### config.mk
export PLATFORM = sky130hd
export DESIGN_NAME = motion_status_registers
export DESIGN_NICKNAME = d
export VERILOG_FILES = /design/src/rtl/motion_status_pkg.sv /design/src/rtl/presence_tracker.sv /design/src/rtl/motion_status_registers.sv
export SDC_FILE = /design/constraint.sdc
export NUM_CORES = 1
export LEC_CHECK = 0
export BUFFER_PORTS_ARGS = -buffer_cell sky130_fd_sc_hd__buf_2
export CAP_MARGIN = 30
export CORE_MARGIN = 4
export CORE_UTILIZATION = 40
export DETAILED_ROUTE_END_ITERATION = 10
export GPL_ROUTABILITY_DRIVEN = 1
export GPL_TIMING_DRIVEN = 0
export MAX_ROUTING_LAYER = met4
export PLACE_DENSITY = 0.73
export SETUP_SLACK_MARGIN = 0.15
export SLEW_MARGIN = 20
export SYNTH_ARGS = -nofsm -noshare
export SYNTH_HDL_FRONTEND = slang
export SYNTH_SLANG_ARGS = --single-unit
### constraint.sdc
create_clock -name pclk -period 3.31 [get_ports pclk]
set_input_delay 0.662 -clock pclk [delete_from_list [all_inputs] [get_ports pclk]]
set_output_delay 0.662 -clock pclk [all_outputs]
set_load 0.03 [all_outputs]
### src/rtl/motion_status_pkg.sv
// Package of constants and types for the motion status register bank
// Summary of operation
// - At reset release the bank checks which servo amplifiers are present and stores one bit per axis, axes 1-16 in the low word and 17-32 in the high word.
// - An axis whose amplifier communication stops has its presence bit cleared.
// - After the first check the presence bits keep following every change of mounting state.
// - A presence bit is 1 only for an axis set as used whose amplifier is mounted, else 0.
// - An amplifier counts as not mounted when absent, when its control power is off or when its communication fails.
// - The network control status word shows 0 waiting for a command, -1 waiting to execute and -2 executing.
// - A test-mode request made while any axis is operating is refused and sets the test request error flag.
// - On a refused test-mode request the operating or stopped state of every axis is stored in two 16-bit words.
// - The watchdog cause word holds 1, 2, 4, 300, 303 or 304 for the six watchdog error kinds.
// - An operation cycle overrun stops all axes at once and refuses every operation start until reset.
// - Enabling a pulse generator assigned to an unused axis sets that generator's bit of the axis setting error word.
// - A servo program error at start sets the program setting error flag and stores the program number 0 to 4095.
// - A later failing program overwrites the stored program number with the newest one.
package motion_status_pkg;

  // ************************************************************
  // Geometry
  // ************************************************************
  localparam int AXES = 32;
  localparam int HALF = 16;
  localparam int MPG_COUNT = 3;
  localparam int AXIS_NUM_W = 5;
  localparam int PROG_W = 12;
  localparam int ADDR_W = 8;

  // ************************************************************
  // Register byte addresses
  // ************************************************************
  localparam logic [ADDR_W-1:0] OFS_PRESENT_LO = 8'h00;
  localparam logic [ADDR_W-1:0] OFS_PRESENT_HI = 8'h04;
  localparam logic [ADDR_W-1:0] OFS_BUSY_LO = 8'h08;
  localparam logic [ADDR_W-1:0] OFS_BUSY_HI = 8'h0c;
  localparam logic [ADDR_W-1:0] OFS_WD_CAUSE = 8'h10;
  localparam logic [ADDR_W-1:0] OFS_MPG_ERR = 8'h14;
  localparam logic [ADDR_W-1:0] OFS_PROG_NUM = 8'h18;
  localparam logic [ADDR_W-1:0] OFS_NET_STATE = 8'h1c;
  localparam logic [ADDR_W-1:0] OFS_FLAGS = 8'h20;
  localparam logic [ADDR_W-1:0] OFS_AXIS_USED = 8'h24;

  // Flag register bit positions
  localparam int FLAG_TEST_ERR = 0;
  localparam int FLAG_PROG_ERR = 1;
  localparam int FLAG_START_LOCK = 2;
  localparam int FLAG_CHECK_DONE = 3;

  // ************************************************************
  // Reset values and codes
  // ************************************************************
  localparam logic [AXES-1:0] AXIS_USED_RESET = 32'hffffffff;
  localparam logic [15:0] WD_CODE_NONE = 16'h0000;
  localparam logic [15:0] WD_CODE_SW1 = 16'h0001;
  localparam logic [15:0] WD_CODE_OVERRUN = 16'h0002;
  localparam logic [15:0] WD_CODE_WATCHDOG = 16'h0004;
  localparam logic [15:0] WD_CODE_SW3 = 16'h012c;
  localparam logic [15:0] WD_CODE_SW4 = 16'h012f;
  localparam logic [15:0] WD_CODE_REMOTE_IO = 16'h0130;
  localparam logic [15:0] NET_CODE_ACCEPT = 16'h0000;
  localparam logic [15:0] NET_CODE_EXEC_WAIT = 16'hffff;
  localparam logic [15:0] NET_CODE_EXECUTING = 16'hfffe;

  // ************************************************************
  // Timing
  // ************************************************************
  localparam int CLK_PERIOD_NS = 8;
  localparam int CHECK_TIME_NS = 800;
  localparam int CHECK_CYCLES = (CHECK_TIME_NS + CLK_PERIOD_NS - 1) / CLK_PERIOD_NS;

  // ************************************************************
  // Types
  // ************************************************************
  typedef enum logic [2:0] {
    WD_KIND_SW1,
    WD_KIND_OVERRUN,
    WD_KIND_WATCHDOG,
    WD_KIND_SW3,
    WD_KIND_SW4,
    WD_KIND_REMOTE_IO
  } wd_kind_t;

  typedef struct packed {
    logic [AXES-1:0] detect;
    logic [AXES-1:0] power_on;
    logic [AXES-1:0] comm_ok;
  } amp_status_t;

  typedef struct packed {
    logic cmd;
    logic exec_start;
    logic exec_done;
  } net_ctrl_t;

endpackage : motion_status_pkg

### src/rtl/presence_tracker.sv
// Servo amplifier presence tracker with start-up check phase
`timescale 1ns/1ps
module presence_tracker #(
  parameter int AXES = motion_status_pkg::AXES,
  parameter int CHECK_CYCLES = motion_status_pkg::CHECK_CYCLES
) (
  input wire logic pclk,
  input wire logic presetn,
  input wire logic [AXES-1:0] axis_used,
  input wire logic [AXES-1:0] mounted,
  output logic [AXES-1:0] present,
  output logic check_done
);
  import motion_status_pkg::*;

  typedef enum logic {ST_CHECK, ST_RUN} track_state_t;

  localparam int CNT_W = $clog2(CHECK_CYCLES + 1);
  localparam logic [CNT_W-1:0] CNT_LAST = CNT_W'(CHECK_CYCLES - 1);

  track_state_t state_reg;
  logic [CNT_W-1:0] cnt_reg;

  // ************************************************************
  // Check phase sequencing
  // ************************************************************
  always_ff @(posedge pclk or negedge presetn) begin
    if (!presetn) begin
      state_reg <= ST_CHECK;
      cnt_reg <= '0;
    end else begin
      unique case (state_reg)
        ST_CHECK: begin
          // Give the network time to settle before trusting any link
          if (cnt_reg == CNT_LAST) begin
            state_reg <= ST_RUN;
          end else begin
            cnt_reg <= cnt_reg + 1'b1;
          end
        end
        ST_RUN: begin
          state_reg <= ST_RUN;
        end
      endcase
    end
  end

  // ************************************************************
  // Presence bits
  // ************************************************************
  always_ff @(posedge pclk or negedge presetn) begin
    if (!presetn) begin
      present <= '0;
    end else if (state_reg == ST_RUN || cnt_reg == CNT_LAST) begin
      present <= axis_used & mounted;
    end
  end

  always_ff @(posedge pclk or negedge presetn) begin
    if (!presetn) begin
      check_done <= 1'b0;
    end else begin
      check_done <= (state_reg == ST_RUN) || (cnt_reg == CNT_LAST);
    end
  end

endmodule : presence_tracker

### src/rtl/motion_status_registers.sv
// Motion status register bank with APB slave
//
// The register offsets and the APB register port are this design's own decisions.
`timescale 1ns/1ps
module motion_status_registers #(
  parameter int CHECK_CYCLES = motion_status_pkg::CHECK_CYCLES
) (
  input wire logic pclk,
  input wire logic presetn,
  input wire logic psel,
  input wire logic penable,
  input wire logic pwrite,
  input wire logic [motion_status_pkg::ADDR_W-1:0] paddr,
  input wire logic [31:0] pwdata,
  output logic [31:0] prdata,
  output logic pready,
  output logic pslverr,
  input wire motion_status_pkg::amp_status_t amp_status,
  input wire motion_status_pkg::net_ctrl_t net_ctrl,
  input wire logic [motion_status_pkg::AXES-1:0] axis_busy,
  input wire logic test_req,
  output logic test_grant,
  output logic test_reject,
  input wire logic wd_event,
  input wire motion_status_pkg::wd_kind_t wd_kind,
  output logic stop_all,
  input wire logic start_req,
  output logic start_grant,
  input wire logic [motion_status_pkg::MPG_COUNT-1:0] mpg_enable,
  input wire logic [motion_status_pkg::MPG_COUNT-1:0][motion_status_pkg::AXIS_NUM_W-1:0] mpg_axis,
  input wire logic prog_err,
  input wire logic [motion_status_pkg::PROG_W-1:0] prog_num,
  output logic [motion_status_pkg::AXES-1:0] present_axes
);
  import motion_status_pkg::*;

  typedef enum logic [1:0] {NET_ACCEPT, NET_EXEC_WAIT, NET_EXECUTING} net_state_t;

  // ************************************************************
  // Helpers
  // ************************************************************
  function automatic logic [15:0] wd_code(input wd_kind_t kind);
    logic [15:0] code;
    code = WD_CODE_NONE;
    unique case (kind)
      WD_KIND_SW1: code = WD_CODE_SW1;
      WD_KIND_OVERRUN: code = WD_CODE_OVERRUN;
      WD_KIND_WATCHDOG: code = WD_CODE_WATCHDOG;
      WD_KIND_SW3: code = WD_CODE_SW3;
      WD_KIND_SW4: code = WD_CODE_SW4;
      WD_KIND_REMOTE_IO: code = WD_CODE_REMOTE_IO;
      default: code = WD_CODE_NONE;
    endcase
    return code;
  endfunction : wd_code

  function automatic logic [31:0] zext16(input logic [15:0] v);
    return {16'h0000, v};
  endfunction : zext16

  // ************************************************************
  // Storage
  // ************************************************************
  logic [AXES-1:0] axis_used_reg;
  logic [AXES-1:0] busy_snap_reg;
  logic [15:0] wd_cause_reg;
  logic start_lock_reg;
  logic [MPG_COUNT-1:0] mpg_err_reg;
  logic [MPG_COUNT-1:0] mpg_enable_prev_reg;
  logic [15:0] prog_num_reg;
  logic test_err_reg;
  logic prog_err_flag_reg;
  net_state_t net_state_reg;
  logic [AXES-1:0] mounted;
  logic check_done;
  logic [AXES-1:0] present;
  logic setup_phase;
  logic wr_commit;
  logic [31:0] rd_next;
  logic err_next;
  logic [15:0] net_code;
  logic test_refused;
  logic overrun_now;
  logic flags_clr_wr;
  logic mpg_clr_wr;
  logic [MPG_COUNT-1:0] mpg_set;

  // ************************************************************
  // Amplifier presence
  // ************************************************************
  // Any of the three faults drops the axis, so a cable fault looks like an absent unit
  assign mounted = amp_status.detect & amp_status.power_on & amp_status.comm_ok;

  presence_tracker #(
    .AXES(AXES),
    .CHECK_CYCLES(CHECK_CYCLES)
  ) u_presence (
    .pclk(pclk),
    .presetn(presetn),
    .axis_used(axis_used_reg),
    .mounted(mounted),
    .present(present),
    .check_done(check_done)
  );

  always_ff @(posedge pclk or negedge presetn) begin
    if (!presetn) begin
      present_axes <= '0;
    end else begin
      present_axes <= present;
    end
  end

  // ************************************************************
  // APB slave
  // ************************************************************
  assign setup_phase = psel && !penable;
  assign wr_commit = psel && penable && pready && pwrite && !pslverr;
  assign flags_clr_wr = wr_commit && (paddr == OFS_FLAGS);
  assign mpg_clr_wr = wr_commit && (paddr == OFS_MPG_ERR);

  always_comb begin
    rd_next = 32'h00000000;
    err_next = 1'b0;
    unique case (paddr)
      OFS_PRESENT_LO: rd_next = zext16(present[HALF-1:0]);
      OFS_PRESENT_HI: rd_next = zext16(present[AXES-1:HALF]);
      OFS_BUSY_LO: rd_next = zext16(busy_snap_reg[HALF-1:0]);
      OFS_BUSY_HI: rd_next = zext16(busy_snap_reg[AXES-1:HALF]);
      OFS_WD_CAUSE: rd_next = zext16(wd_cause_reg);
      OFS_MPG_ERR: rd_next = {29'h00000000, mpg_err_reg};
      OFS_PROG_NUM: rd_next = zext16(prog_num_reg);
      OFS_NET_STATE: rd_next = zext16(net_code);
      OFS_FLAGS: begin
        rd_next[FLAG_TEST_ERR] = test_err_reg;
        rd_next[FLAG_PROG_ERR] = prog_err_flag_reg;
        rd_next[FLAG_START_LOCK] = start_lock_reg;
        rd_next[FLAG_CHECK_DONE] = check_done;
      end
      OFS_AXIS_USED: rd_next = axis_used_reg;
      default: err_next = 1'b1;
    endcase
  end

  // Answer one cycle after setup so every bus output comes from a flop
  always_ff @(posedge pclk or negedge presetn) begin
    if (!presetn) begin
      pready <= 1'b0;
      pslverr <= 1'b0;
      prdata <= 32'h00000000;
    end else if (setup_phase) begin
      pready <= 1'b1;
      pslverr <= err_next;
      prdata <= pwrite ? 32'h00000000 : rd_next;
    end else begin
      pready <= 1'b0;
      pslverr <= 1'b0;
      prdata <= 32'h00000000;
    end
  end

  always_ff @(posedge pclk or negedge presetn) begin
    if (!presetn) begin
      axis_used_reg <= AXIS_USED_RESET;
    end else if (wr_commit && paddr == OFS_AXIS_USED) begin
      axis_used_reg <= pwdata;
    end
  end

  // ************************************************************
  // Network control status
  // ************************************************************
  always_ff @(posedge pclk or negedge presetn) begin
    if (!presetn) begin
      net_state_reg <= NET_ACCEPT;
    end else begin
      unique case (net_state_reg)
        NET_ACCEPT: if (net_ctrl.cmd) begin
          net_state_reg <= NET_EXEC_WAIT;
        end
        NET_EXEC_WAIT: if (net_ctrl.exec_start) begin
          net_state_reg <= NET_EXECUTING;
        end
        NET_EXECUTING: if (net_ctrl.exec_done) begin
          net_state_reg <= NET_ACCEPT;
        end
      endcase
    end
  end

  always_comb begin
    net_code = NET_CODE_ACCEPT;
    unique case (net_state_reg)
      NET_ACCEPT: net_code = NET_CODE_ACCEPT;
      NET_EXEC_WAIT: net_code = NET_CODE_EXEC_WAIT;
      NET_EXECUTING: net_code = NET_CODE_EXECUTING;
      default: net_code = NET_CODE_ACCEPT;
    endcase
  end

  // ************************************************************
  // Test-mode request
  // ************************************************************
  assign test_refused = test_req && (|axis_busy);

  always_ff @(posedge pclk or negedge presetn) begin
    if (!presetn) begin
      test_grant <= 1'b0;
      test_reject <= 1'b0;
    end else begin
      test_grant <= test_req && !(|axis_busy);
      test_reject <= test_refused;
    end
  end

  // A new refusal wins over a software clear in the same cycle
  always_ff @(posedge pclk or negedge presetn) begin
    if (!presetn) begin
      test_err_reg <= 1'b0;
    end else if (test_refused) begin
      test_err_reg <= 1'b1;
    end else if (flags_clr_wr && pwdata[FLAG_TEST_ERR]) begin
      test_err_reg <= 1'b0;
    end
  end

  always_ff @(posedge pclk or negedge presetn) begin
    if (!presetn) begin
      busy_snap_reg <= '0;
    end else if (test_refused) begin
      busy_snap_reg <= axis_busy;
    end
  end

  // ************************************************************
  // Watchdog cause and start lock
  // ************************************************************
  assign overrun_now = wd_event && (wd_kind == WD_KIND_OVERRUN);

  always_ff @(posedge pclk or negedge presetn) begin
    if (!presetn) begin
      wd_cause_reg <= WD_CODE_NONE;
    end else if (wd_event) begin
      wd_cause_reg <= wd_code(wd_kind);
    end
  end

  // Only reset releases the lock; software has no way to clear it
  always_ff @(posedge pclk or negedge presetn) begin
    if (!presetn) begin
      start_lock_reg <= 1'b0;
      stop_all <= 1'b0;
    end else if (overrun_now) begin
      start_lock_reg <= 1'b1;
      stop_all <= 1'b1;
    end
  end

  always_ff @(posedge pclk or negedge presetn) begin
    if (!presetn) begin
      start_grant <= 1'b0;
    end else begin
      start_grant <= start_req && !start_lock_reg && !overrun_now;
    end
  end

  // ************************************************************
  // Pulse generator axis check
  // ************************************************************
  always_comb begin
    mpg_set = '0;
    for (int i = 0; i < MPG_COUNT; i++) begin
      mpg_set[i] = mpg_enable[i] && !mpg_enable_prev_reg[i] && !axis_used_reg[mpg_axis[i]];
    end
  end

  always_ff @(posedge pclk or negedge presetn) begin
    if (!presetn) begin
      mpg_enable_prev_reg <= '0;
    end else begin
      mpg_enable_prev_reg <= mpg_enable;
    end
  end

  always_ff @(posedge pclk or negedge presetn) begin
    if (!presetn) begin
      mpg_err_reg <= '0;
    end else if (mpg_clr_wr) begin
      mpg_err_reg <= (mpg_err_reg & ~pwdata[MPG_COUNT-1:0]) | mpg_set;
    end else begin
      mpg_err_reg <= mpg_err_reg | mpg_set;
    end
  end

  // ************************************************************
  // Servo program error
  // ************************************************************
  always_ff @(posedge pclk or negedge presetn) begin
    if (!presetn) begin
      prog_err_flag_reg <= 1'b0;
    end else if (prog_err) begin
      prog_err_flag_reg <= 1'b1;
    end else if (flags_clr_wr && pwdata[FLAG_PROG_ERR]) begin
      prog_err_flag_reg <= 1'b0;
    end
  end

  // Newest failure always replaces the held number
  always_ff @(posedge pclk or negedge presetn) begin
    if (!presetn) begin
      prog_num_reg <= 16'h0000;
    end else if (prog_err) begin
      prog_num_reg <= {4'h0, prog_num};
    end
  end

endmodule : motion_status_registers

After elaboration in Yosys (flattened, before gate mapping) --
Index checks and enable logic that the tools add are counted. Widths: inputs -> output; s select.
Word-level totals: bits in registers 213, bits of input ports 213
Cells by class: add/subtract/negate cells 1, magnitude comparators 3, eq/ne operators 20, mux-type cells 26, bitwise logic cells 9, reduce and logical (&&, ||, !) cells 42
Operators with widths (count):
- $pmux 28 s8 | 1
- $and 32x32->32 | 3
- $mux 32 | 2
- $pmux 9 s6 | 1
- $pmux 4 s10 | 1
- $eq 8x5->1 const B | 4
- $pmux 16 s2 | 1
- $reduce_or 32->1 | 1
- $logic_and 1x1->1 | 21
- $lt 5x6->1 const B | 3
- $eq 8x4->1 const B | 2
- $eq 8x6->1 const B | 2
- $bmux 1 s5 | 3
- $logic_not 1->1 | 11
- $mux 1 | 11
- $reduce_or 10->1 | 1
- $eq 8x3->1 const B | 1
- $logic_not 8->1 | 1
- $add 7x1->7 const B | 1
- $eq 7x7->1 const B | 1
- $eq 3x2->1 const B | 2
- $eq 3x3->1 const B | 2
- $mux 2 | 3
- $ne 2x2->1 const B | 3
- 16 further kinds | 19

Depth between registers and ports, before layout --
Gate-level depths: netlist (run 1).
depth in word-level cells 8, gate-level depth with buffers 7, depth with buffers taken out 7

Hierarchy --
From an unflattened synthesis (run 1), not the netlist that was laid out.
Unflattened totals: cells, all modules 763, area total of the unflattened synthesis 9474.1 µm²
Modules (own cells, without submodules):
- motion_status_registers | times used 1, cells each 604, area each 7689.9 µm², sequential area each 4093.9 µm²
- presence_tracker | times used 1, cells each 159, area each 1784.2 µm², sequential area each 1001.0 µm²

Worst setup path after synthesis (run 1) --
OpenSTA, ideal clock, no wires.
kind input -> register, from input paddr[4] (netlist bit), to register axis_used_reg[10], data arrival time 1.960 ns, path slack 1.267 ns, stages on the path 7, buffers on the path 3, path through buf_2 nor3_4 and3_4 and3_1 buf_6 buf_12 mux2_4
Between the ends: cells in the longest elaborated chain, start to end 2
RTL lines:
- start: declaration | line motion_status_registers.sv:13 | input wire logic [motion_status_pkg::ADDR_W-1:0] paddr,
- $eq 8x6->1 | line motion_status_registers.sv:165 | end else if (wr_commit && paddr == OFS_AXIS_USED) begin
- $logic_and 1x1->1 | line motion_status_registers.sv:165
- end signal: assignment | line motion_status_registers.sv:166 | axis_used_reg <= pwdata;
- end: declaration | line motion_status_registers.sv:64 | logic [AXES-1:0] axis_used_reg;
Every way passes these cells. A chain may end at the register's enable or synchronous reset.

Worst setup path after layout (run 1) --
from register u_presence.cnt_reg[0], to register u_presence.present[15]
Between the ends: cells in the longest elaborated chain, start to end 2
RTL lines:
- start: declaration | line presence_tracker.sv:22 | logic [CNT_W-1:0] cnt_reg;
- start signal: assignment | line presence_tracker.sv:38 | cnt_reg <= cnt_reg + 1'b1;
- $eq 7x7->1 | line presence_tracker.sv:54 | end else if (state_reg == ST_RUN || cnt_reg == CNT_LAST) begin
- $logic_or 1x1->1 | line presence_tracker.sv:54
- end signal: assignment | line presence_tracker.sv:55 | present <= axis_used & mounted;
- end: declaration | line presence_tracker.sv:11 | output logic [AXES-1:0] present,
Every way passes these cells.

==> results of run 1 <==
==> layer usage <==
| metal | GRT usage (%) | vias to the layer above | share of wire [%] |
|---|---|---|---|
| li1 | - | 3438 | - |
| met1 | 34.1 | 3852 | 43 |
| met2 | 41.0 | 335 | 49 |
| met3 | 3.45 | 46 | 6.2 |
| met4 | 5.61 | 0 | 1.9 |
| met5 | - | - | 0 |
==> cells in the mapped netlist (all sizes together) (4+ instances only) <==
master,number
dfrtp,170
mux2,84
nand2,68
o21ai,48
mux2i,44
nand4,37
dfstp,32
buf,29
and3,25
inv,23
nor2,21
a21oi,18
mux4,18
nand3,18
clkbuf,14
a31oi,12
nor4,10
a22o,8
a22oi,8
nor2b,6
nor3,6
o22ai,6
a32oi,5
ha,5
nor3b,5
nand2b,4
xor2,4
==> worst paths after layout <==
path | from | to | slack (ps) | cells after the start
max in group asynchronous | presetn | axis_used_reg[1]$_DFFE_PN1P_ | 2090 | 3
min in group pclk | mpg_enable[2] | mpg_enable_prev_reg[2]$_DFF_PN0_ | 280 | 1
hold reg to reg | u_presence.present[4]$_DFFE_PN0N_ | present_axes[4]$_DFF_PN0_ | 400 | 0
setup reg to reg | u_presence.cnt_reg[0]$_DFFE_PN0P_ | u_presence.present[15]$_DFFE_PN0N_ | 1050 | 6
hold / removal | presetn | prdata[22]$_DFF_PN0_ | 130 | 1
setup / recovery | u_presence.cnt_reg[0]$_DFFE_PN0P_ | u_presence.present[15]$_DFFE_PN0N_ | 1050 | 6
==> cell type report <==
cell class,instances,area (um2)
plain buffers,43,312
well taps,319,399
diodes,3,7.51
inverters,23,86.3
flip-flops and latches,202,5090
clock inverters,12,110
repair buffers,277,1440
clock buffers,28,593
multi-input cells,498,4000
fillers,2140,11400
==> stage by stage <==
step           setup WS, ps  total power [mW]  hold WS [ps]  instance area [um2]
4_1_cts                1040              5.64           136                12000
2_1_floorplan          1270              2.93           366                 9490
5_1_grt                 842              5.83           165                12000
6_report               1050              5.60           132                12000
3_5_place_dp            636              3.25           390                11300
3_3_place_gp          -1660              3.22           388                11300
==> logic make-up (layout without fill, tap and decap cells) <==
kind of cell	Yosys count	in the layout
AO/OA/AOI/OAI	127	127
XOR/XNOR	7	7
adder cells (fa/ha/maj)	5	5
buffers and inverters	66	383
flip-flops	202	202
multiplexers	146	146
other	0	3
AND/OR/NAND/NOR	213	213
==> power groups by stage <==
stage          combinational (mW)  clock [mW]  sequential (mW)
6_report                    0.596        2.39             2.61
5_1_grt                     0.658        2.55             2.62
4_1_cts                     0.601        2.43             2.61
3_5_place_dp                0.593           0             2.66
3_3_place_gp                0.570           0             2.65
2_1_floorplan               0.295           0             2.63
==> out/metrics.cfg, run 1 <==
[timing]
rsz0062_at_grt = no
timing.fmax_ghz = 0.443
maxSlewHeadroom_pct = 36.2
worst_pin_slew_ps = 953
fin_crit_sh_pct = 68.3
tns_ps = 0
clock_skew_ps = 6.06
final_max_slew_viol_count = 0
period_needed_ps = 2260
finalSetupViolCount = 0
hold_violations = 0

[global_routing]
overflow = 0
antenna_found_initial = 3
grt_pass1_wl_um = 48600
grt_pass1_vias = 7917
grt_usage_pct = 25.2
grt_max_degree = 75

[power_and_ir_drop]
power_density_mw_per_mm2 = 465
leakage_nw = 5.48
seq_power_share_pct = 46.7
p_int_mw = 4.19
swShare_pct = 25.2
clkPwrFrac_pct = 42.6
ir_drop_mv = 0.290
combPwrFrac_pct = 10.6
power_switching_mw = 1.41

[placement]
portBuffers = 275
dp.cells = 1362
hpwlAfterDp_um = 25400
place.gp.congestion = 0.936

[die]
start_util_pct = 40.6
ios = 283
num_rows = 56
die_h_um = 162
die_w_um = 162
core_area_mm2 = 0.0234
die_area_mm2 = 0.0263

[routing]
firstDrtPassIters = 5
wl_per_cell_um = 23.3
routed_wl_um = 32700
viasPerCell = 5.46
drt-initial-drc-count = 537
drc_errors = 0
antenna_left = 0
vias = 7671

[critical_path]
cp.required_ps = 3730
crit_path_cell_trace = ha_1 > a31oi_1 > clkbuf_1 > buf_2 > nand2_1 > o21ai_0
cp_max_fo = 10
cpLargestDelayFamily = buffers and inverters
critPathSlowestCell = a31oi_1
end_kind = flip-flop
crit_arrival_ps = 2680
critPathKind = flip-flop to flip-flop
critPathBufInv = 2
slowest_delay_ps = 550
start_kind = flip-flop

[cells_and_area]
drive_gt1_share_pct = 45.1
nNetsFinal = 1285
fin_util_pct = 51.5
fin_cells = 1405
area_growth_syn_to_layout_pct = 26.9
mostFrequentLayoutCells = buf_2, dfrtp_1, nand2_1
final_common_cell = buf_2

[clock_tree]
cts_sinks = 202
cts.path.max_buffers = 3
clock_latency_ps = 510
clk_pin_slew_ps = 60
cts_buffers = 22
root_buffer = clkbuf_16
cts_tree = done
cts_setup_buffers = 0
h-tree-depth = 1
cts_resized = 0
cts_hold_buf = 0

[yosys]
synth_top_family_by_area = multiplexers
synth_area_leaders = dfrtp_1, dfstp_2, mux2_2
yosysWarningCount = 0
synthSimpleGateAreaFrac_pct = 12.1
synth.distinct_cells = 60
synth_cells = 766
synthMuxAreaShare_pct = 20.1
synth_edf_count = 0
async_reset_ff_share_pct = 100
yosys.area.top_type_share_pct = 44.8
synth_xor_area_share_pct = 0.646
syn_nets = 984
syn_avg_cell_area_um2 = 12.4
yosys.area.top_type = dfrtp_1
synth-seq-cells = 202
ys.flop_type = dfrtp_1
synth_compound_area_share_pct = 8.71
ys_seq_area_share_pct = 53.7
synthAdderAreaFrac_pct = 0.659
netlist_area_mm2 = 0.00949

[min_path]
hold_class = primary input to async pin

[run]
max_cap_viol_count = 0

[outcome]
status = complete, no violations

Note: power is estimated with default switching activity, not from simulation.
==> run 2: changes to the inputs <==
--- a/config.mk
+++ b/config.mk
@@ -5,6 +5,7 @@
 export SDC_FILE = /design/constraint.sdc
 export NUM_CORES = 1
 export LEC_CHECK = 0
+export ABC_AREA = 1
 export BUFFER_PORTS_ARGS = -buffer_cell sky130_fd_sc_hd__buf_2
 export CAP_MARGIN = 30
 export CORE_MARGIN = 4
==> constraint.sdc (replaced) <==
create_clock -name pclk -period 2.3 [get_ports pclk]
set_input_delay 0.46 -clock pclk [delete_from_list [all_inputs] [get_ports pclk]]
set_output_delay 0.46 -clock pclk [all_outputs]
set_load 0.03 [all_outputs]
==> run 2 against run 1 <==
Worst hold slack got worse by 56 ps; flip-flop and latch count did not move; combinational power increased by 23%; wire length grew 0.40%; non-clock buffer count up 1; sequential power rose by 43%; clock skew is 20 ps higher; die area down 1.7%; cell count grew 26%; core utilization increased by 1.1 points; count of clock-buffer cells in the layout is the same; via count increased by 18%; critical path type unchanged.
==> out/metrics.cfg, run 2 <==
[outcome]
status = complete, no violations

[power_and_ir_drop]
ir_drop_mv = 0.430
leakage_nw = 5.90
p_total_mw = 8.30
combPwrFrac_pct = 8.8
swShare_pct = 24.8
power_density_mw_per_mm2 = 694
seq_power_share_pct = 44.9
clkPwrFrac_pct = 46.3
power_switching_mw = 2.06
p_int_mw = 6.24

[timing]
fin_crit_sh_pct = 78.6
worst_pin_slew_ps = 662
maxSlewHeadroom_pct = 55.7
finalSetupViolCount = 0
period_needed_ps = 1810
hold_violations = 0
rsz0062_at_grt = no
layout_setup_ws_ps = 493
timing.fmax_ghz = 0.553
final_max_slew_viol_count = 0
clock_skew_ps = 26.3

[clock_tree]
cts_sinks = 202
clock_latency_ps = 520
root_buffer = clkbuf_16
cts_setup_buffers = 0
cts.path.max_buffers = 3
cts_resized = 0
h-tree-depth = 1
cts_tree = done
clk_pin_slew_ps = 60
cts_buffers = 23
cts_hold_buf = 1

[yosys]
synth.distinct_cells = 32
yosys.area.top_type = dfrtp_1
synth_area_leaders = dfrtp_1, nand2_1, dfstp_2
synth.most_common_cell = nand2_1
async_reset_ff_share_pct = 100
synthTopCellsByCount = nand2_1, dfrtp_1, inv_1, nor2_1, nand3_1
ys_seq_area_share_pct = 54.6
synth-seq-cells = 202
netlist_area_mm2 = 0.00933
synth_cells = 1130
syn_avg_cell_area_um2 = 8.25
syn_nets = 1348
synth_edf_count = 0
yosys.area.top_type_share_pct = 45.6
ys.flop_type = dfrtp_1
yosysWarningCount = 0

[global_routing]
grt_use_met2_pct = 40.9
grt_usage_pct = 25.7
grt_pass1_wl_um = 50600
antenna_found_initial = 1
grt_pass1_vias = 9016
top_usage_layer = met2
grt_max_degree = 78
overflow = 0
grt_util_met1_pct = 35.1
use_met3_pct = 3.67

[cells_and_area]
mostFrequentLayoutCells = nand2_1, buf_2, dfrtp_1
register_area_mm2 = 0.00509
area_growth_syn_to_layout_pct = 28.3
nNetsFinal = 1651
drive_gt1_share_pct = 28.6
final_common_cell = nand2_1
multi_input_area_mm2 = 0.00356
fin_cells = 1764
nFillCells = 2135
fin_util_pct = 52.5
final_area_mm2 = 0.0120

[routing]
vias = 9041
routed_wl_um = 32800
viasPerCell = 5.13
firstDrtPassIters = 7
drc_errors = 0
wl_per_cell_um = 18.6
antenna_left = 0
drt-initial-drc-count = 586

[placement]
place.gp.congestion = 0.901
place_ws_ps = 205
place_area_mm2 = 0.0112
hpwlAfterDp_um = 26000
dp.cells = 1720
portBuffers = 275

[critical_path]
end_kind = flip-flop
start_kind = flip-flop
cp_max_fo = 10
critPathKind = flip-flop to flip-flop
cp.required_ps = 2670
crit_arrival_ps = 2180

[die]
die_h_um = 161
start_util_pct = 40.9
die_w_um = 161
num_rows = 55
ios = 283
die_area_mm2 = 0.0258
core_area_mm2 = 0.0228

[run]
max_cap_viol_count = 0

[min_path]
hold_class = primary input to flip-flop

-- run 2: changes by cell type after synthesis, sizes merged, moves of 18 or more --
cell   change
nand3     +85
a21oi     +44
nand4     +24
nand2    +242
nor2     +109
and3      -25
mux4      -18
mux2i     -44
inv       +97
mux2      -83
-- run 2: worst max-delay path, cell delays in order (launching register included) --
cell and delay (ps):
dfrtp_1 390, ha_1 160, inv_1 50, nor2_1 110, nand4_1 120, nand2_1 190, buf_2 280, buf_2 280
a21oi_1 100
-- run 2: logic make-up (layout without fill, tap and decap cells) --
logic type	after synthesis	count (layout)	synth area share, %
and+or+nand+nor	622	622	29.7
muxes	1	1	0.121
xor gates and xnor gates	4	4	0.376
AOI/OAI and AO/OA	130	130	7.28
other	0	1	0
adders and majority gates	5	5	0.671
buffers and inverters	166	486	7.22
DFF	202	202	54.6
-- run 2: area by class of cell --
class / instances / share of cell area (%)
inverters: 123 / 3.87
plain buffers: 43 / 1.76
repair buffers: 278 / 12.1
clock buffers: 28 / 5.22
multi-input cells: 762 / 29.7
clock inverters: 14 / 1.42
flip-flops and latches: 202 / 42.6
diodes: 1 / 0.0209
well taps: 313 / 3.27
-- run 2: final timing paths --
path / startpoint / end / slack, ps / cells past startpoint
max in group asynchronous: presetn / axis_used_reg[18]$_DFFE_PN1P_ / 680 / 4
hold reg to reg: u_presence.present[9]$_DFFE_PN0N_ / present_axes[9]$_DFF_PN0_ / 400 / 0
min in group asynchronous: presetn / net_state_reg[0]$_DFFE_PN0P_ / 460 / 2
setup reg to reg: u_presence.cnt_reg[0]$_DFFE_PN0P_ / u_presence.present[16]$_DFFE_PN0N_ / 490 / 8
hold / removal: mpg_enable[1] / mpg_enable_prev_reg[1]$_DFF_PN0_ / 80 / 1
setup / recovery: u_presence.cnt_reg[0]$_DFFE_PN0P_ / u_presence.present[16]$_DFFE_PN0N_ / 490 / 8
-- run 2: metrics by stage --
step / hold slack, ps / setup TNS, ps
2_1_floorplan: 164 / 0
4_1_cts: 62.8 / 0
5_1_grt: 58.6 / 0
6_report: 75.3 / 0
3_3_place_gp: 389 / -473530
3_5_place_dp: 394 / 0
-- run 2: power by group through the flow --
stage                     Combinational (mW)  Sequential, mW  Clock [mW]
final                                  0.733            3.73        3.84
after global routing                   0.828            3.74        4.05
after CTS                              0.738            3.73        3.88
after detailed placement               0.732            3.79           0
after global placement                 0.704            3.79           0
after floorplan                        0.336            3.78           0
-- run 2: layer usage --
layer  vias to the layer above  share of wire [%]
met4                         0                2.5
met3                        54                8.4
met1                      4291                 42
met2                       423                 47
met5                         -                  0
li1                       4273                  -
